[config.mk]
export PLATFORM = sky130hd
export DESIGN_NAME = ckd_clock_ctrl
export DESIGN_NICKNAME = d
export VERILOG_FILES = /design/src/pkg/ckd_pkg.sv /design/src/logic/ckd_clock_ctrl.sv /design/src/logic/ckd_divider.sv
export VERILOG_INCLUDE_DIRS = /design/src /design/src/pkg
export SDC_FILE = /design/constraint.sdc
export NUM_CORES = 2
export LEC_CHECK = 0
export BUFFER_PORTS_ARGS = -buffer_cell sky130_fd_sc_hd__clkbuf_2
export CAP_MARGIN = 20
export CORE_ASPECT_RATIO = 0.5
export CORE_UTILIZATION = 50
export CTS_CLUSTER_DIAMETER = 80
export DETAILED_ROUTE_END_ITERATION = 7
export HOLD_SLACK_MARGIN = 0.15
export PLACE_DENSITY = 0.66
export SETUP_SLACK_MARGIN = 0.5
export SLEW_MARGIN = 20
export SYNTH_ARGS = -nofsm -noshare
export SYNTH_HDL_FRONTEND = slang
export SYNTH_SLANG_ARGS = --single-unit
[constraint.sdc]
create_clock -name mclk -period 69.7 [get_ports mclk]
set_input_delay 10.455 -clock mclk [delete_from_list [all_inputs] [get_ports mclk]]
set_output_delay 10.455 -clock mclk [all_outputs]
set_load 0.02 [all_outputs]
[src/pkg/ckd_params.svh]
`ifndef CKD_PARAMS_SVH
`define CKD_PARAMS_SVH
// timing base
`define CKD_MCLK_MHZ      250
`define CKD_PLL_LOCK_NS   250000
`define CKD_WATCH_HZ      32768
`define CKD_ILO_DIV       2'h2
// divider population: one bus, eight digital, four analog
`define CKD_NUM_DIV       13
`define CKD_NUM_DIG       8
`define CKD_FIRST_ANA     9
// register byte offsets
`define CKD_OFS_IMO       8'h00
`define CKD_OFS_DBL       8'h04
`define CKD_OFS_PLL       8'h08
`define CKD_OFS_SLOW      8'h0c
`define CKD_OFS_SCNT      8'h10
`define CKD_OFS_FAST      8'h14
`define CKD_OFS_DIV       8'h40
`define CKD_DIV_STRIDE    8'h08
`define CKD_DIV_RAT_OFS   8'h04
// field positions
`define CKD_SLOW_WAKE_BIT 13
`define CKD_SLOW_IEN_BIT  14
`define CKD_SLOW_CLR_BIT  15
`define CKD_FAST_IEN_BIT  5
`define CKD_PLL_LOCK_BIT  31
// reset values and limits
`define CKD_IMO_MAX       3'h5
`define CKD_DIV_RATIO_RST 16'h0002
`define CKD_DIV_RATIO_MIN 16'h0002
`define CKD_PLL_P_MIN     8'h04
`define CKD_PLL_P_RST     8'h10
`define CKD_SYS_SEL       3'h7
// factory trim per frequency code, values arbitrary
`define CKD_TRIM_0        8'h80
`define CKD_TRIM_1        8'h81
`define CKD_TRIM_2        8'h82
`define CKD_TRIM_3        8'h83
`define CKD_TRIM_4        8'h84
`define CKD_TRIM_5        8'h85
`endif

[src/pkg/ckd_pkg.sv]
package ckd_pkg;
	typedef logic [2:0]  ckd_sel_t;
	typedef logic [15:0] ckd_ratio_t;
	typedef enum logic [2:0] {
		ckd_imo_3  = 3'b000,
		ckd_imo_6  = 3'b001,
		ckd_imo_12 = 3'b010,
		ckd_imo_24 = 3'b011,
		ckd_imo_48 = 3'b100,
		ckd_imo_62 = 3'b101
	} ckd_imo_freq_t;
	typedef enum logic [1:0] {
		ckd_ref_imo = 2'b00,
		ckd_ref_eco = 2'b01,
		ckd_ref_fab = 2'b10,
		ckd_ref_off = 2'b11
	} ckd_ref_t;
endpackage : ckd_pkg

[src/logic/ckd_clock_ctrl.sv]
`timescale 1ns/1ps
`include "ckd_params.svh"
// Functional notes
// - main oscillator frequency chosen from six codes, each with its own trim
// - doubler gives a tick on both source edges, twice the input rate
// - doubler source is main oscillator, fast crystal or fabric clock
// - pll multiply range kept usable for its 24 to 67 MHz output band
// - pll input divider 1..16 and feedback 4..255 give 4032 ratios
// - lock flag sets after the lock time, also driven out to fabric
// - pll reference is main oscillator, fast crystal or fabric clock
// - low speed oscillator yields 1k, 33k and 100k clock ticks
// - slow periodic counter is 13 bits, advanced by the 1k tick
// - slow counter freezes in hibernate and while debug halts the cpu
// - firmware clear forces the slow counter to zero
// - slow counter match gives a periodic wake, optionally an interrupt
// - fast counter is 5 bits on 100k, wraps to zero at terminal count
// - fast counter raises an interrupt at each terminal count when enabled
// - 33k tick is the 100k tick divided by three
// - watch crystal feeds sleep tick and a once per second interrupt
// - each digital divider may take its own routed fabric clock
// - bus clock divider runs from the system clock, cpu clock equals bus clock
// - four analog dividers have a skew delay to dodge digital edges
// - every divider: 8-way mux, ratio at least two, near 50% duty, resynced
// - digital divider outputs go out so the fabric can chain them back
module ckd_clock_ctrl #(
	parameter int unsigned LOCK_CYC = `CKD_PLL_LOCK_NS * `CKD_MCLK_MHZ / 1000
) (
	input  wire logic                   mclk,
	input  wire logic                   sys_rst,
	input  wire logic [7:0]             reg_addr,
	input  wire logic [31:0]            reg_wdata,
	input  wire logic                   reg_wr,
	input  wire logic                   reg_rd,
	output logic [31:0]                 reg_rdata,
	input  wire logic                   hibernate,
	input  wire logic                   debug_halt,
	input  wire logic                   imo_clk_in,
	input  wire logic                   eco_clk_in,
	input  wire logic                   fabric_clk_in,
	input  wire logic                   pll_clk_in,
	input  wire logic                   ilo_1k_in,
	input  wire logic                   ilo_100k_in,
	input  wire logic                   watch_clk_in,
	input  wire logic [7:0]             fabric_div_clk,
	output ckd_pkg::ckd_imo_freq_t      imo_freq,
	output logic [7:0]                  imo_trim,
	output logic                        dbl_tick,
	output logic                        pll_en,
	output ckd_pkg::ckd_ref_t           pll_ref_sel,
	output logic [4:0]                  pll_in_div,
	output logic [7:0]                  pll_fb_div,
	output logic                        pll_ref_tick,
	output logic                        pll_lock,
	output logic                        low_speed_clock_1k,
	output logic                        low_speed_clock_100k,
	output logic                        low_speed_clock_33k,
	output logic                        slow_wake,
	output logic                        slow_irq,
	output logic                        fast_irq,
	output logic                        sleep_tick,
	output logic                        rtc_second_irq,
	output logic                        bus_clk,
	output logic                        cpu_clk,
	output logic [7:0]                  dig_clk,
	output logic [3:0]                  ana_clk,
	output logic [12:0]                 div_tick
);
	import ckd_pkg::*;

	localparam logic [17:0] LOCK_END  = 18'(LOCK_CYC - 1);
	localparam logic [14:0] WATCH_END = 15'(`CKD_WATCH_HZ - 1);

	logic [14:0] pin_meta;
	logic [14:0] pin_sync;
	logic [14:0] pin_last;
	logic [14:0] rise;
	logic [14:0] edge_any;
	logic        imo_t;
	logic        eco_t;
	logic        fab_t;
	logic        pll_t;
	logic        t1k;
	logic        t100k;
	logic        watch_t;
	logic [7:0]  fdiv_t;
	logic        wr_imo;
	logic        wr_dbl;
	logic        wr_pll;
	logic        wr_slow;
	logic        wr_fast;
	logic        dbl_en;
	ckd_ref_t    dbl_src;
	logic [17:0] lock_cnt;
	logic [1:0]  div3;
	logic [12:0] slow_cnt;
	logic [12:0] slow_match;
	logic        slow_wake_en;
	logic        slow_ien;
	logic        slow_clr;
	logic        slow_run;
	logic        slow_evt;
	logic [4:0]  fast_cnt;
	logic [4:0]  fast_term;
	logic        fast_ien;
	logic        fast_end;
	logic [14:0] watch_cnt;
	logic [31:0] rd_val;
	logic [4:0]  pll_q;
	logic [12:0] div_clk;
	logic [31:0] div_ctl_rd [`CKD_NUM_DIV];
	logic [15:0] div_rat_rd [`CKD_NUM_DIV];

	// three-way reference picker shared by doubler and pll
	function automatic logic ref_pick(input ckd_ref_t s, input logic [2:0] v);
		logic r;
		r = 1'b0;
		unique case (s)
			ckd_ref_imo: r = v[0];
			ckd_ref_eco: r = v[1];
			ckd_ref_fab: r = v[2];
			ckd_ref_off: r = 1'b0;
		endcase
		return r;
	endfunction : ref_pick

	// trim lookup; codes six and seven never get stored
	function automatic logic [7:0] trim_of(input ckd_imo_freq_t f);
		logic [7:0] t;
		t = `CKD_TRIM_0;
		unique case (f)
			ckd_imo_3:  t = `CKD_TRIM_0;
			ckd_imo_6:  t = `CKD_TRIM_1;
			ckd_imo_12: t = `CKD_TRIM_2;
			ckd_imo_24: t = `CKD_TRIM_3;
			ckd_imo_48: t = `CKD_TRIM_4;
			ckd_imo_62: t = `CKD_TRIM_5;
			default:    t = `CKD_TRIM_0;
		endcase
		return t;
	endfunction : trim_of

	// every oscillator and fabric clock is foreign: two flops, then edge flop
	always_ff @(posedge mclk or posedge sys_rst) begin
		if (sys_rst) begin
			pin_meta <= 15'h0000;
			pin_sync <= 15'h0000;
			pin_last <= 15'h0000;
		end else begin
			pin_meta <= {fabric_div_clk, watch_clk_in, ilo_100k_in, ilo_1k_in,
				pll_clk_in, fabric_clk_in, eco_clk_in, imo_clk_in};
			pin_sync <= pin_meta;
			pin_last <= pin_sync;
		end
	end

	// sources faster than mclk/2 alias; the fastest one, 67 MHz, still fits
	assign rise     = pin_sync & ~pin_last;
	assign edge_any = pin_sync ^ pin_last;
	assign imo_t    = rise[0];
	assign eco_t    = rise[1];
	assign fab_t    = rise[2];
	assign pll_t    = rise[3];
	assign t1k      = rise[4];
	assign t100k    = rise[5];
	assign watch_t  = rise[6];
	assign fdiv_t   = rise[14:7];

	// register write decode
	assign wr_imo  = reg_wr && (reg_addr == `CKD_OFS_IMO);
	assign wr_dbl  = reg_wr && (reg_addr == `CKD_OFS_DBL);
	assign wr_pll  = reg_wr && (reg_addr == `CKD_OFS_PLL);
	assign wr_slow = reg_wr && (reg_addr == `CKD_OFS_SLOW);
	assign wr_fast = reg_wr && (reg_addr == `CKD_OFS_FAST);

	// main oscillator code; out-of-range codes are ignored, not stored
	always_ff @(posedge mclk or posedge sys_rst) begin
		if (sys_rst) begin
			imo_freq <= ckd_imo_3;
			imo_trim <= `CKD_TRIM_0;
		end else begin
			if (wr_imo && reg_wdata[2:0] <= `CKD_IMO_MAX)
				imo_freq <= ckd_imo_freq_t'(reg_wdata[2:0]);
			imo_trim <= trim_of(imo_freq);
		end
	end

	// doubler: a tick on each edge of its source doubles the rate
	always_ff @(posedge mclk or posedge sys_rst) begin
		if (sys_rst) begin
			dbl_en   <= 1'b0;
			dbl_src  <= ckd_ref_imo;
			dbl_tick <= 1'b0;
		end else begin
			if (wr_dbl) begin
				dbl_en  <= reg_wdata[0];
				dbl_src <= ckd_ref_t'(reg_wdata[2:1]);
			end
			dbl_tick <= dbl_en && ref_pick(dbl_src, edge_any[2:0]);
		end
	end

	// pll configuration; feedback floor keeps the ratio count at 4032
	always_ff @(posedge mclk or posedge sys_rst) begin
		if (sys_rst) begin
			pll_en       <= 1'b0;
			pll_ref_sel  <= ckd_ref_imo;
			pll_in_div   <= 5'h01;
			pll_fb_div   <= `CKD_PLL_P_RST;
			pll_ref_tick <= 1'b0;
		end else begin
			if (wr_pll) begin
				pll_en      <= reg_wdata[0];
				pll_ref_sel <= ckd_ref_t'(reg_wdata[2:1]);
				pll_in_div  <= {1'b0, reg_wdata[7:4]} + 5'h01;
				pll_fb_div  <= (reg_wdata[15:8] < `CKD_PLL_P_MIN) ?
					`CKD_PLL_P_MIN : reg_wdata[15:8];
			end
			pll_ref_tick <= pll_en && ref_pick(pll_ref_sel, rise[2:0]);
		end
	end

	// lock timer restarts on any pll write; a rewrite beats a same-cycle lock
	always_ff @(posedge mclk or posedge sys_rst) begin
		if (sys_rst) begin
			lock_cnt <= 18'h00000;
			pll_lock <= 1'b0;
		end else if (!pll_en || wr_pll) begin
			lock_cnt <= 18'h00000;
			pll_lock <= 1'b0;
		end else if (!pll_lock) begin
			if (lock_cnt == LOCK_END)
				pll_lock <= 1'b1;
			else
				lock_cnt <= lock_cnt + 18'h00001;
		end
	end

	// low speed ticks; 33k is every third 100k tick
	always_ff @(posedge mclk or posedge sys_rst) begin
		if (sys_rst) begin
			div3                 <= 2'h0;
			low_speed_clock_1k   <= 1'b0;
			low_speed_clock_100k <= 1'b0;
			low_speed_clock_33k  <= 1'b0;
		end else begin
			if (t100k)
				div3 <= (div3 == `CKD_ILO_DIV) ? 2'h0 : div3 + 2'h1;
			low_speed_clock_1k   <= t1k;
			low_speed_clock_100k <= t100k;
			low_speed_clock_33k  <= t100k && (div3 == `CKD_ILO_DIV);
		end
	end

	assign slow_clr = wr_slow && reg_wdata[`CKD_SLOW_CLR_BIT];
	assign slow_run = !hibernate && !debug_halt;
	assign slow_evt = slow_run && t1k && !slow_clr && (slow_cnt == slow_match);

	// slow counter settings
	always_ff @(posedge mclk or posedge sys_rst) begin
		if (sys_rst) begin
			slow_match   <= 13'h1fff;
			slow_wake_en <= 1'b0;
			slow_ien     <= 1'b0;
		end else if (wr_slow) begin
			slow_match   <= reg_wdata[12:0];
			slow_wake_en <= reg_wdata[`CKD_SLOW_WAKE_BIT];
			slow_ien     <= reg_wdata[`CKD_SLOW_IEN_BIT];
		end
	end

	// free running; a clear wins over a tick in the same cycle
	always_ff @(posedge mclk or posedge sys_rst) begin
		if (sys_rst) begin
			slow_cnt  <= 13'h0000;
			slow_wake <= 1'b0;
			slow_irq  <= 1'b0;
		end else begin
			if (slow_clr)
				slow_cnt <= 13'h0000;
			else if (slow_run && t1k)
				slow_cnt <= slow_cnt + 13'h0001;
			slow_wake <= slow_evt && slow_wake_en;
			slow_irq  <= slow_evt && slow_ien;
		end
	end

	// fast counter; >= rather than == so a lowered terminal cannot strand it
	assign fast_end = t100k && (fast_cnt >= fast_term);

	always_ff @(posedge mclk or posedge sys_rst) begin
		if (sys_rst) begin
			fast_term <= 5'h1f;
			fast_ien  <= 1'b0;
			fast_cnt  <= 5'h00;
			fast_irq  <= 1'b0;
		end else begin
			if (wr_fast) begin
				fast_term <= reg_wdata[4:0];
				fast_ien  <= reg_wdata[`CKD_FAST_IEN_BIT];
			end
			if (fast_end)
				fast_cnt <= 5'h00;
			else if (t100k)
				fast_cnt <= fast_cnt + 5'h01;
			fast_irq <= fast_end && fast_ien;
		end
	end

	// watch crystal: sleep tick per rising edge, one pulse per 32768 rising edges
	always_ff @(posedge mclk or posedge sys_rst) begin
		if (sys_rst) begin
			watch_cnt      <= 15'h0000;
			sleep_tick     <= 1'b0;
			rtc_second_irq <= 1'b0;
		end else begin
			if (watch_t)
				watch_cnt <= (watch_cnt == WATCH_END) ? 15'h0000 : watch_cnt + 15'h0001;
			sleep_tick     <= watch_t;
			rtc_second_irq <= watch_t && (watch_cnt == WATCH_END);
		end
	end

	// divider bank: index 0 bus, 1..8 digital, 9..12 analog
	for (genvar i = 0; i < `CKD_NUM_DIV; i++) begin : g_div
		logic [7:0] src;
		logic       wr_c;
		logic       wr_r;
		logic       en;
		ckd_sel_t   sel;
		ckd_ratio_t ratio;
		ckd_ratio_t skew;

		assign wr_c     = reg_wr && (reg_addr == 8'(`CKD_OFS_DIV + `CKD_DIV_STRIDE * i));
		assign wr_r     = reg_wr && (reg_addr ==
			8'(`CKD_OFS_DIV + `CKD_DIV_STRIDE * i + `CKD_DIV_RAT_OFS));
		assign src[6:0] = {watch_t, t100k, dbl_tick, pll_t, fab_t, eco_t, imo_t};
		if (i >= 1 && i <= `CKD_NUM_DIG) begin : g_dig
			assign src[7] = fdiv_t[i - 1];
		end else begin : g_sys
			assign src[7] = 1'b1; // system clock: every mclk cycle
		end

		// bus divider is pinned to the system clock; only analog ones skew
		always_ff @(posedge mclk or posedge sys_rst) begin
			if (sys_rst) begin
				en    <= (i == 0);
				sel   <= `CKD_SYS_SEL;
				ratio <= `CKD_DIV_RATIO_RST;
				skew  <= 16'h0000;
			end else begin
				if (wr_c) begin
					en   <= reg_wdata[0];
					sel  <= (i == 0) ? `CKD_SYS_SEL : reg_wdata[3:1];
					skew <= (i >= `CKD_FIRST_ANA) ? reg_wdata[31:16] : 16'h0000;
				end
				if (wr_r)
					ratio <= reg_wdata[15:0];
			end
		end

		assign div_ctl_rd[i] = {skew, 12'h000, sel, en};
		assign div_rat_rd[i] = ratio;

		ckd_divider u_div (
			.mclk    (mclk),
			.sys_rst (sys_rst),
			.src_tick(src),
			.en      (en),
			.sel     (sel),
			.ratio   (ratio),
			.skew    (skew),
			.clk_out (div_clk[i]),
			.tick    (div_tick[i])
		);
	end

	// clock tree outputs; digital ones are what the fabric chains back
	assign bus_clk = div_clk[0];
	assign cpu_clk = bus_clk;
	assign dig_clk = div_clk[8:1];
	assign ana_clk = div_clk[12:9];

	// input divider reads back as the written code, so a read fits the write layout
	assign pll_q = pll_in_div - 5'h01;

	// read mux; unmapped addresses read zero
	always_comb begin
		rd_val = 32'h0000_0000;
		case (reg_addr)
			`CKD_OFS_IMO:  rd_val = {16'h0000, imo_trim, 5'h00, imo_freq};
			`CKD_OFS_DBL:  rd_val = {29'h0, dbl_src, dbl_en};
			`CKD_OFS_PLL:  rd_val = {pll_lock, 15'h0000, pll_fb_div,
				pll_q[3:0], 1'b0, pll_ref_sel, pll_en};
			`CKD_OFS_SLOW: rd_val = {17'h0, slow_ien, slow_wake_en, slow_match};
			`CKD_OFS_SCNT: rd_val = {19'h0, slow_cnt};
			`CKD_OFS_FAST: rd_val = {19'h0, fast_cnt, 2'h0, fast_ien, fast_term};
			default:       rd_val = 32'h0000_0000;
		endcase
		for (int k = 0; k < `CKD_NUM_DIV; k++) begin
			if (reg_addr == 8'(`CKD_OFS_DIV + `CKD_DIV_STRIDE * k))
				rd_val = div_ctl_rd[k];
			if (reg_addr == 8'(`CKD_OFS_DIV + `CKD_DIV_STRIDE * k + `CKD_DIV_RAT_OFS))
				rd_val = {16'h0000, div_rat_rd[k]};
		end
	end

	// read data valid only in the cycle after the strobe
	always_ff @(posedge mclk or posedge sys_rst) begin
		if (sys_rst)
			reg_rdata <= 32'h0000_0000;
		else
			reg_rdata <= reg_rd ? rd_val : 32'h0000_0000;
	end

	property p_slow_hold;
		@(posedge mclk) disable iff (sys_rst)
			((hibernate || debug_halt) && !slow_clr) |=> $stable(slow_cnt);
	endproperty
	a_slow_hold: assert property (p_slow_hold)
		else $error("slow counter moved while frozen");

	property p_slow_clr;
		@(posedge mclk) disable iff (sys_rst) slow_clr |=> slow_cnt == 13'h0000;
	endproperty
	a_slow_clr: assert property (p_slow_clr)
		else $error("slow counter not cleared");

	property p_slow_step;
		@(posedge mclk) disable iff (sys_rst)
			(slow_run && t1k && !slow_clr) |=> slow_cnt == $past(slow_cnt) + 13'h0001;
	endproperty
	a_slow_step: assert property (p_slow_step)
		else $error("slow counter missed a 1k tick");

	property p_fast_wrap;
		@(posedge mclk) disable iff (sys_rst)
			fast_end |=> (fast_cnt == 5'h00) && (fast_irq == $past(fast_ien));
	endproperty
	a_fast_wrap: assert property (p_fast_wrap)
		else $error("fast counter wrap or interrupt wrong");

	property p_lock_needs_en;
		@(posedge mclk) disable iff (sys_rst)
			$rose(pll_lock) |-> ($past(pll_en) && $past(lock_cnt) == LOCK_END);
	endproperty
	a_lock_needs_en: assert property (p_lock_needs_en)
		else $error("lock rose early or while disabled");

	property p_lock_drop;
		@(posedge mclk) disable iff (sys_rst) (!pll_en || wr_pll) |=> !pll_lock;
	endproperty
	a_lock_drop: assert property (p_lock_drop)
		else $error("lock held after disable or rewrite");

	property p_div3;
		@(posedge mclk) disable iff (sys_rst)
			low_speed_clock_33k |-> (low_speed_clock_100k && div3 == 2'h0);
	endproperty
	a_div3: assert property (p_div3)
		else $error("33k tick off the third 100k tick");

	property p_rtc;
		@(posedge mclk) disable iff (sys_rst)
			rtc_second_irq |-> (sleep_tick && watch_cnt == 15'h0000);
	endproperty
	a_rtc: assert property (p_rtc)
		else $error("second pulse not at watch wrap");

	c_pll_lock: cover property (@(posedge mclk) disable iff (sys_rst) $rose(pll_lock));
	c_fast_irq: cover property (@(posedge mclk) disable iff (sys_rst) fast_irq);
	c_slow_wake: cover property (@(posedge mclk) disable iff (sys_rst) slow_wake);
endmodule : ckd_clock_ctrl

[src/logic/ckd_divider.sv]
`timescale 1ns/1ps
`include "ckd_params.svh"
module ckd_divider (
	input  wire logic                mclk,
	input  wire logic                sys_rst,
	input  wire logic [7:0]          src_tick,
	input  wire logic                en,
	input  wire ckd_pkg::ckd_sel_t   sel,
	input  wire ckd_pkg::ckd_ratio_t ratio,
	input  wire ckd_pkg::ckd_ratio_t skew,
	output logic                     clk_out,
	output logic                     tick
);
	import ckd_pkg::*;
	ckd_sel_t   cur_sel;
	ckd_ratio_t cur_ratio;
	ckd_ratio_t eff;
	ckd_ratio_t cnt;
	ckd_ratio_t dly;
	ckd_ratio_t next_cnt;
	ckd_ratio_t half;
	logic       run;
	logic       next_run;
	logic       src;
	logic       wrap;

	// 8-input source mux, ratio floored at two
	assign src  = src_tick[cur_sel];
	assign eff  = (ratio < `CKD_DIV_RATIO_MIN) ? `CKD_DIV_RATIO_MIN : ratio;
	assign wrap = run && src && (cnt == cur_ratio - 16'h0001);
	assign half = {1'b0, cur_ratio[15:1]};

	// stop only at a period end, so disabling never clips a pulse
	always_comb begin
		next_run = run ? !(wrap && !en) : (en && src && (dly == 16'h0000));
		next_cnt = cnt;
		if (!next_run || !run)
			next_cnt = 16'h0000;
		else if (src)
			next_cnt = wrap ? 16'h0000 : cnt + 16'h0001;
	end

	// new mux/ratio only taken between periods, so no short pulse
	always_ff @(posedge mclk or posedge sys_rst) begin
		if (sys_rst) begin
			cur_sel   <= `CKD_SYS_SEL;
			cur_ratio <= `CKD_DIV_RATIO_RST;
		end else if (!run || wrap) begin
			cur_sel   <= sel;
			cur_ratio <= eff;
		end
	end

	// skew delay counts source ticks before the first period
	always_ff @(posedge mclk or posedge sys_rst) begin
		if (sys_rst)
			dly <= 16'h0000;
		else if (!run && !en)
			dly <= skew;
		else if (!run && src && (dly != 16'h0000))
			dly <= dly - 16'h0001;
	end

	// output is a flop on mclk: resynchronised and glitch free
	always_ff @(posedge mclk or posedge sys_rst) begin
		if (sys_rst) begin
			run     <= 1'b0;
			cnt     <= 16'h0000;
			clk_out <= 1'b0;
			tick    <= 1'b0;
		end else begin
			run     <= next_run;
			cnt     <= next_cnt;
			clk_out <= next_run && (next_cnt < half);
			tick    <= next_run && (wrap || !run);
		end
	end

	property p_div_ratio_floor;
		@(posedge mclk) disable iff (sys_rst) run |-> cur_ratio >= 16'h0002;
	endproperty
	a_div_ratio_floor: assert property (p_div_ratio_floor)
		else $error("divider running with ratio below two");

	property p_div_cfg_hold;
		@(posedge mclk) disable iff (sys_rst)
			(run && !wrap) |=> ($stable(cur_ratio) && $stable(cur_sel));
	endproperty
	a_div_cfg_hold: assert property (p_div_cfg_hold)
		else $error("divider config changed mid period");

	property p_div_tick_high;
		@(posedge mclk) disable iff (sys_rst) tick |-> (clk_out && run && cnt == 16'h0000);
	endproperty
	a_div_tick_high: assert property (p_div_tick_high)
		else $error("period start without high output");

	property p_div_duty;
		@(posedge mclk) disable iff (sys_rst) ($fell(clk_out) && run) |-> cnt == half;
	endproperty
	a_div_duty: assert property (p_div_duty)
		else $error("output fell away from half period");

	c_div_tick: cover property (@(posedge mclk) disable iff (sys_rst) tick ##[1:40] tick);
endmodule : ckd_divider

==> flow_summary.json <==
{
  "status": "complete, no violations",
  "postRouteAntennaNets": 0,
  "synthFlopType": "dfrtp_1",
  "slew_violations": 0,
  "synth_cell_types": 99,
  "drtPass1Iterations": 8,
  "netlist_area_mm2": 0.0655,
  "power_density_mw_per_mm2": 27.4,
  "wl_per_cell_um": 23.6,
  "cts-root-buf": "clkbuf_16",
  "ys_ff_latch": 1207,
  "totalWireLength_um": 199000,
  "skew_ps": 27.5,
  "cts-hold-fix-buffers": 0,
  "pin_count": 158,
  "place_congestion": 1.02,
  "clk_pin_slew_ps": 70,
  "tightest_slew_ps": 1150,
  "insertion_delay_ps": 740,
  "cp-start-kind": "input pin",
  "max_freq_mhz": 71.1,
  "finalCritPeriodShare": 0.202,
  "fillCellCount": 11295,
  "dieArea_mm2": 0.133,
  "grt_pass1_wl_um": 307000,
  "critical_path.max_fanout": 107,
  "grt_pass1_vias": 50777,
  "hold_class": "flop to flop",
  "fp.dieH_um": 258,
  "setup.worst_path.end_class": "async pin",
  "cts_sinks": 1207,
  "cts_resized": 0,
  "async_reset_ff_frac": 1.00,
  "rsz0062_at_grt": "no",
  "ir_drop_uv": 19.4,
  "core_area_mm2": 0.129,
  "hold_viol_final": 0,
  "drc": 0,
  "grt_max_degree": 108,
  "setup_viol": 0,
  "clock_path_buffers": 3,
  "num-nets-final": 6873,
  "port_buffers": 152,
  "h-tree-depth": 3,
  "drt_iter0_markers": 5552,
  "postPlaceCellArea_mm2": 0.0679,
  "cp_data_required_time_ps": 70490,
  "overflow": 0,
  "synth-edff-count": 0,
  "netlist_instances": 6518,
  "ys_seq_area_frac": 0.463,
  "crit_type": "input pin to async pin",
  "fin_crit_ps": 14060,
  "syn2layout_area_growth_pct": 9.60,
  "rows": 93,
  "grt_usage": 0.298,
  "synth_area_per_cell_um2": 10.1,
  "drv_cap": 0,
  "ys_warn_count": 0,
  "via_per_inst": 6.16,
  "cts_tree": "yes",
  "start_util": 0.506,
  "arrival_ps": 14850,
  "dp_hpwl_um": 146000,
  "drive_above_1_share": 0.155,
  "maxSlewHeadroom": 0.232,
  "tns_ps": 0,
  "fin_area_mm2": 0.0718,
  "antenna_found_initial": 10,
  "cts_buffers": 111,
  "num_vias": 51906,
  "post_cts_buffers": 0,
  "p_leak_nw": 31.8,
  "die_x_um": 514
}
## power breakdown
group,internal [mW],switching (mW),leakage [nW],total (mW)
logic,0.184,0.298,13.8,0.482
clock network,0.366,0.291,1.88,0.657
registers,0.753,0.0778,16.2,0.831
total,1.30,0.667,31.8,1.97
## cells in the mapped netlist (144+ instances only)
master,number,area [µm²]
dfrtp_1,1088,27200
nor2_1,582,2180
nand2_1,511,1920
mux2_2,402,4530
o21ai_0,390,1950
xnor2_1,359,3140
inv_1,319,1200
xor2_1,258,2260
ha_1,237,2970
clkbuf_1,218,818
a21oi_1,194,971
nor3_1,183,916
nand3_1,157,786
nor4_1,144,901
## area by class of cell
cell class                      count  area (µm²)  area share
Antenna cell                        4        10.0    0.000139
Clock buffer                      148        3120      0.0434
Clock inverter                     60         749      0.0104
Inverter                          321        1210      0.0169
Multi-Input combinational cell   4704       32800       0.457
Sequential cell                  1207       30400       0.423
Tap cell                         1757        2200      0.0306
Timing Repair Buffer              230        1370      0.0191
## worst max-delay path, stage by stage
cell and delay [ps]:
clkbuf_2 130, inv_8 490, buf_4 770, buf_4 710, buf_6 640, buf_6 640
buf_4 680
## kinds of logic after synthesis
group                    after synthesis  share of synthesized area
adder cells (fa/ha/maj)              237                     0.0453
multiplexers                         501                     0.0892
other                                  2                   0.000115
AND/OR/NAND/NOR                     2191                      0.167
XOR/XNOR                             617                     0.0825
AO/OA/AOI/OAI                       1153                      0.115
buffers and inverters                610                     0.0376
flip-flops                          1207                      0.463
## path summary, 6_finish.rpt
check | to | slack [ps] | start | cells after the start
max | g_div[1].u_div.cnt[14] | 55640 | sys_rst | 7
min | pin_sync[13] | 350 | pin_meta[13] | 0
max reg2reg | g_div[2].u_div.clk_out | 63710 | pin_sync[5] | 17
min reg2reg | pin_sync[13] | 350 | pin_meta[13] | 0
max in group mclk | reg_rdata[2] | 56440 | reg_addr[3] | 9
min in group asynchronous | g_div[3].u_div.dly[13] | 9860 | sys_rst | 2
## registers in the layout (all words and copies together), names as in the netlist, 8 cells and up
name,cells
g_div.ratio,208
g_div.u_div.cnt,208
g_div.u_div.cur_ratio,208
g_div.u_div.dly,208
g_div.skew,64
g_div.sel,36
g_div.u_div.cur_sel,36
reg_rdata,32
lock_cnt,18
pin_last,15
pin_meta,15
pin_sync,15
watch_cnt,15
g_div.en,13
g_div.u_div.clk_out,13
g_div.u_div.run,13
g_div.u_div.tick,13
slow_cnt,13
slow_match,13
pll_fb_div,8
## metal layers
layer / global-route usage / share of wire / up-vias
li1: - / - / 23407
met1: 0.427 / 0.45 / 26312
met2: 0.464 / 0.45 / 1839
met3: 0.0521 / 0.071 / 342
met4: 0.0827 / 0.028 / 6
met5: 0 / 0.00020 / -
## layout by cell type (no fill, tap or decap), drive strengths merged, types with 194 or more instances in the layout
| master | Yosys | final |
|---|---|---|
| xnor2 | 359 | 359 |
| xor2 | 258 | 258 |
| o21ai | 393 | 393 |
| dfrtp | 1088 | 1088 |
| nor2 | 582 | 582 |
| a21oi | 194 | 194 |
| clkbuf | 219 | 300 |
| ha | 237 | 237 |
| nand2 | 511 | 511 |
| inv | 319 | 332 |
| mux2 | 417 | 417 |
## metrics by stage
step | hold slack [ps] | utilization | power, mW | setup WS (ps) | instances
3_3_place_gp | 332 | 0.525 | 1.30 | 54380 | 8218
3_5_place_dp | 338 | 0.525 | 1.32 | 54170 | 8218
5_1_grt | 360 | 0.555 | 2.06 | 54970 | 8429
6_report | 351 | 0.555 | 1.97 | 55640 | 8431
2_1_floorplan | 331 | - | 1.18 | 25440 | 6521
4_1_cts | 355 | 0.555 | 1.97 | 54990 | 8426
Power figures use the tool's default switching activity.
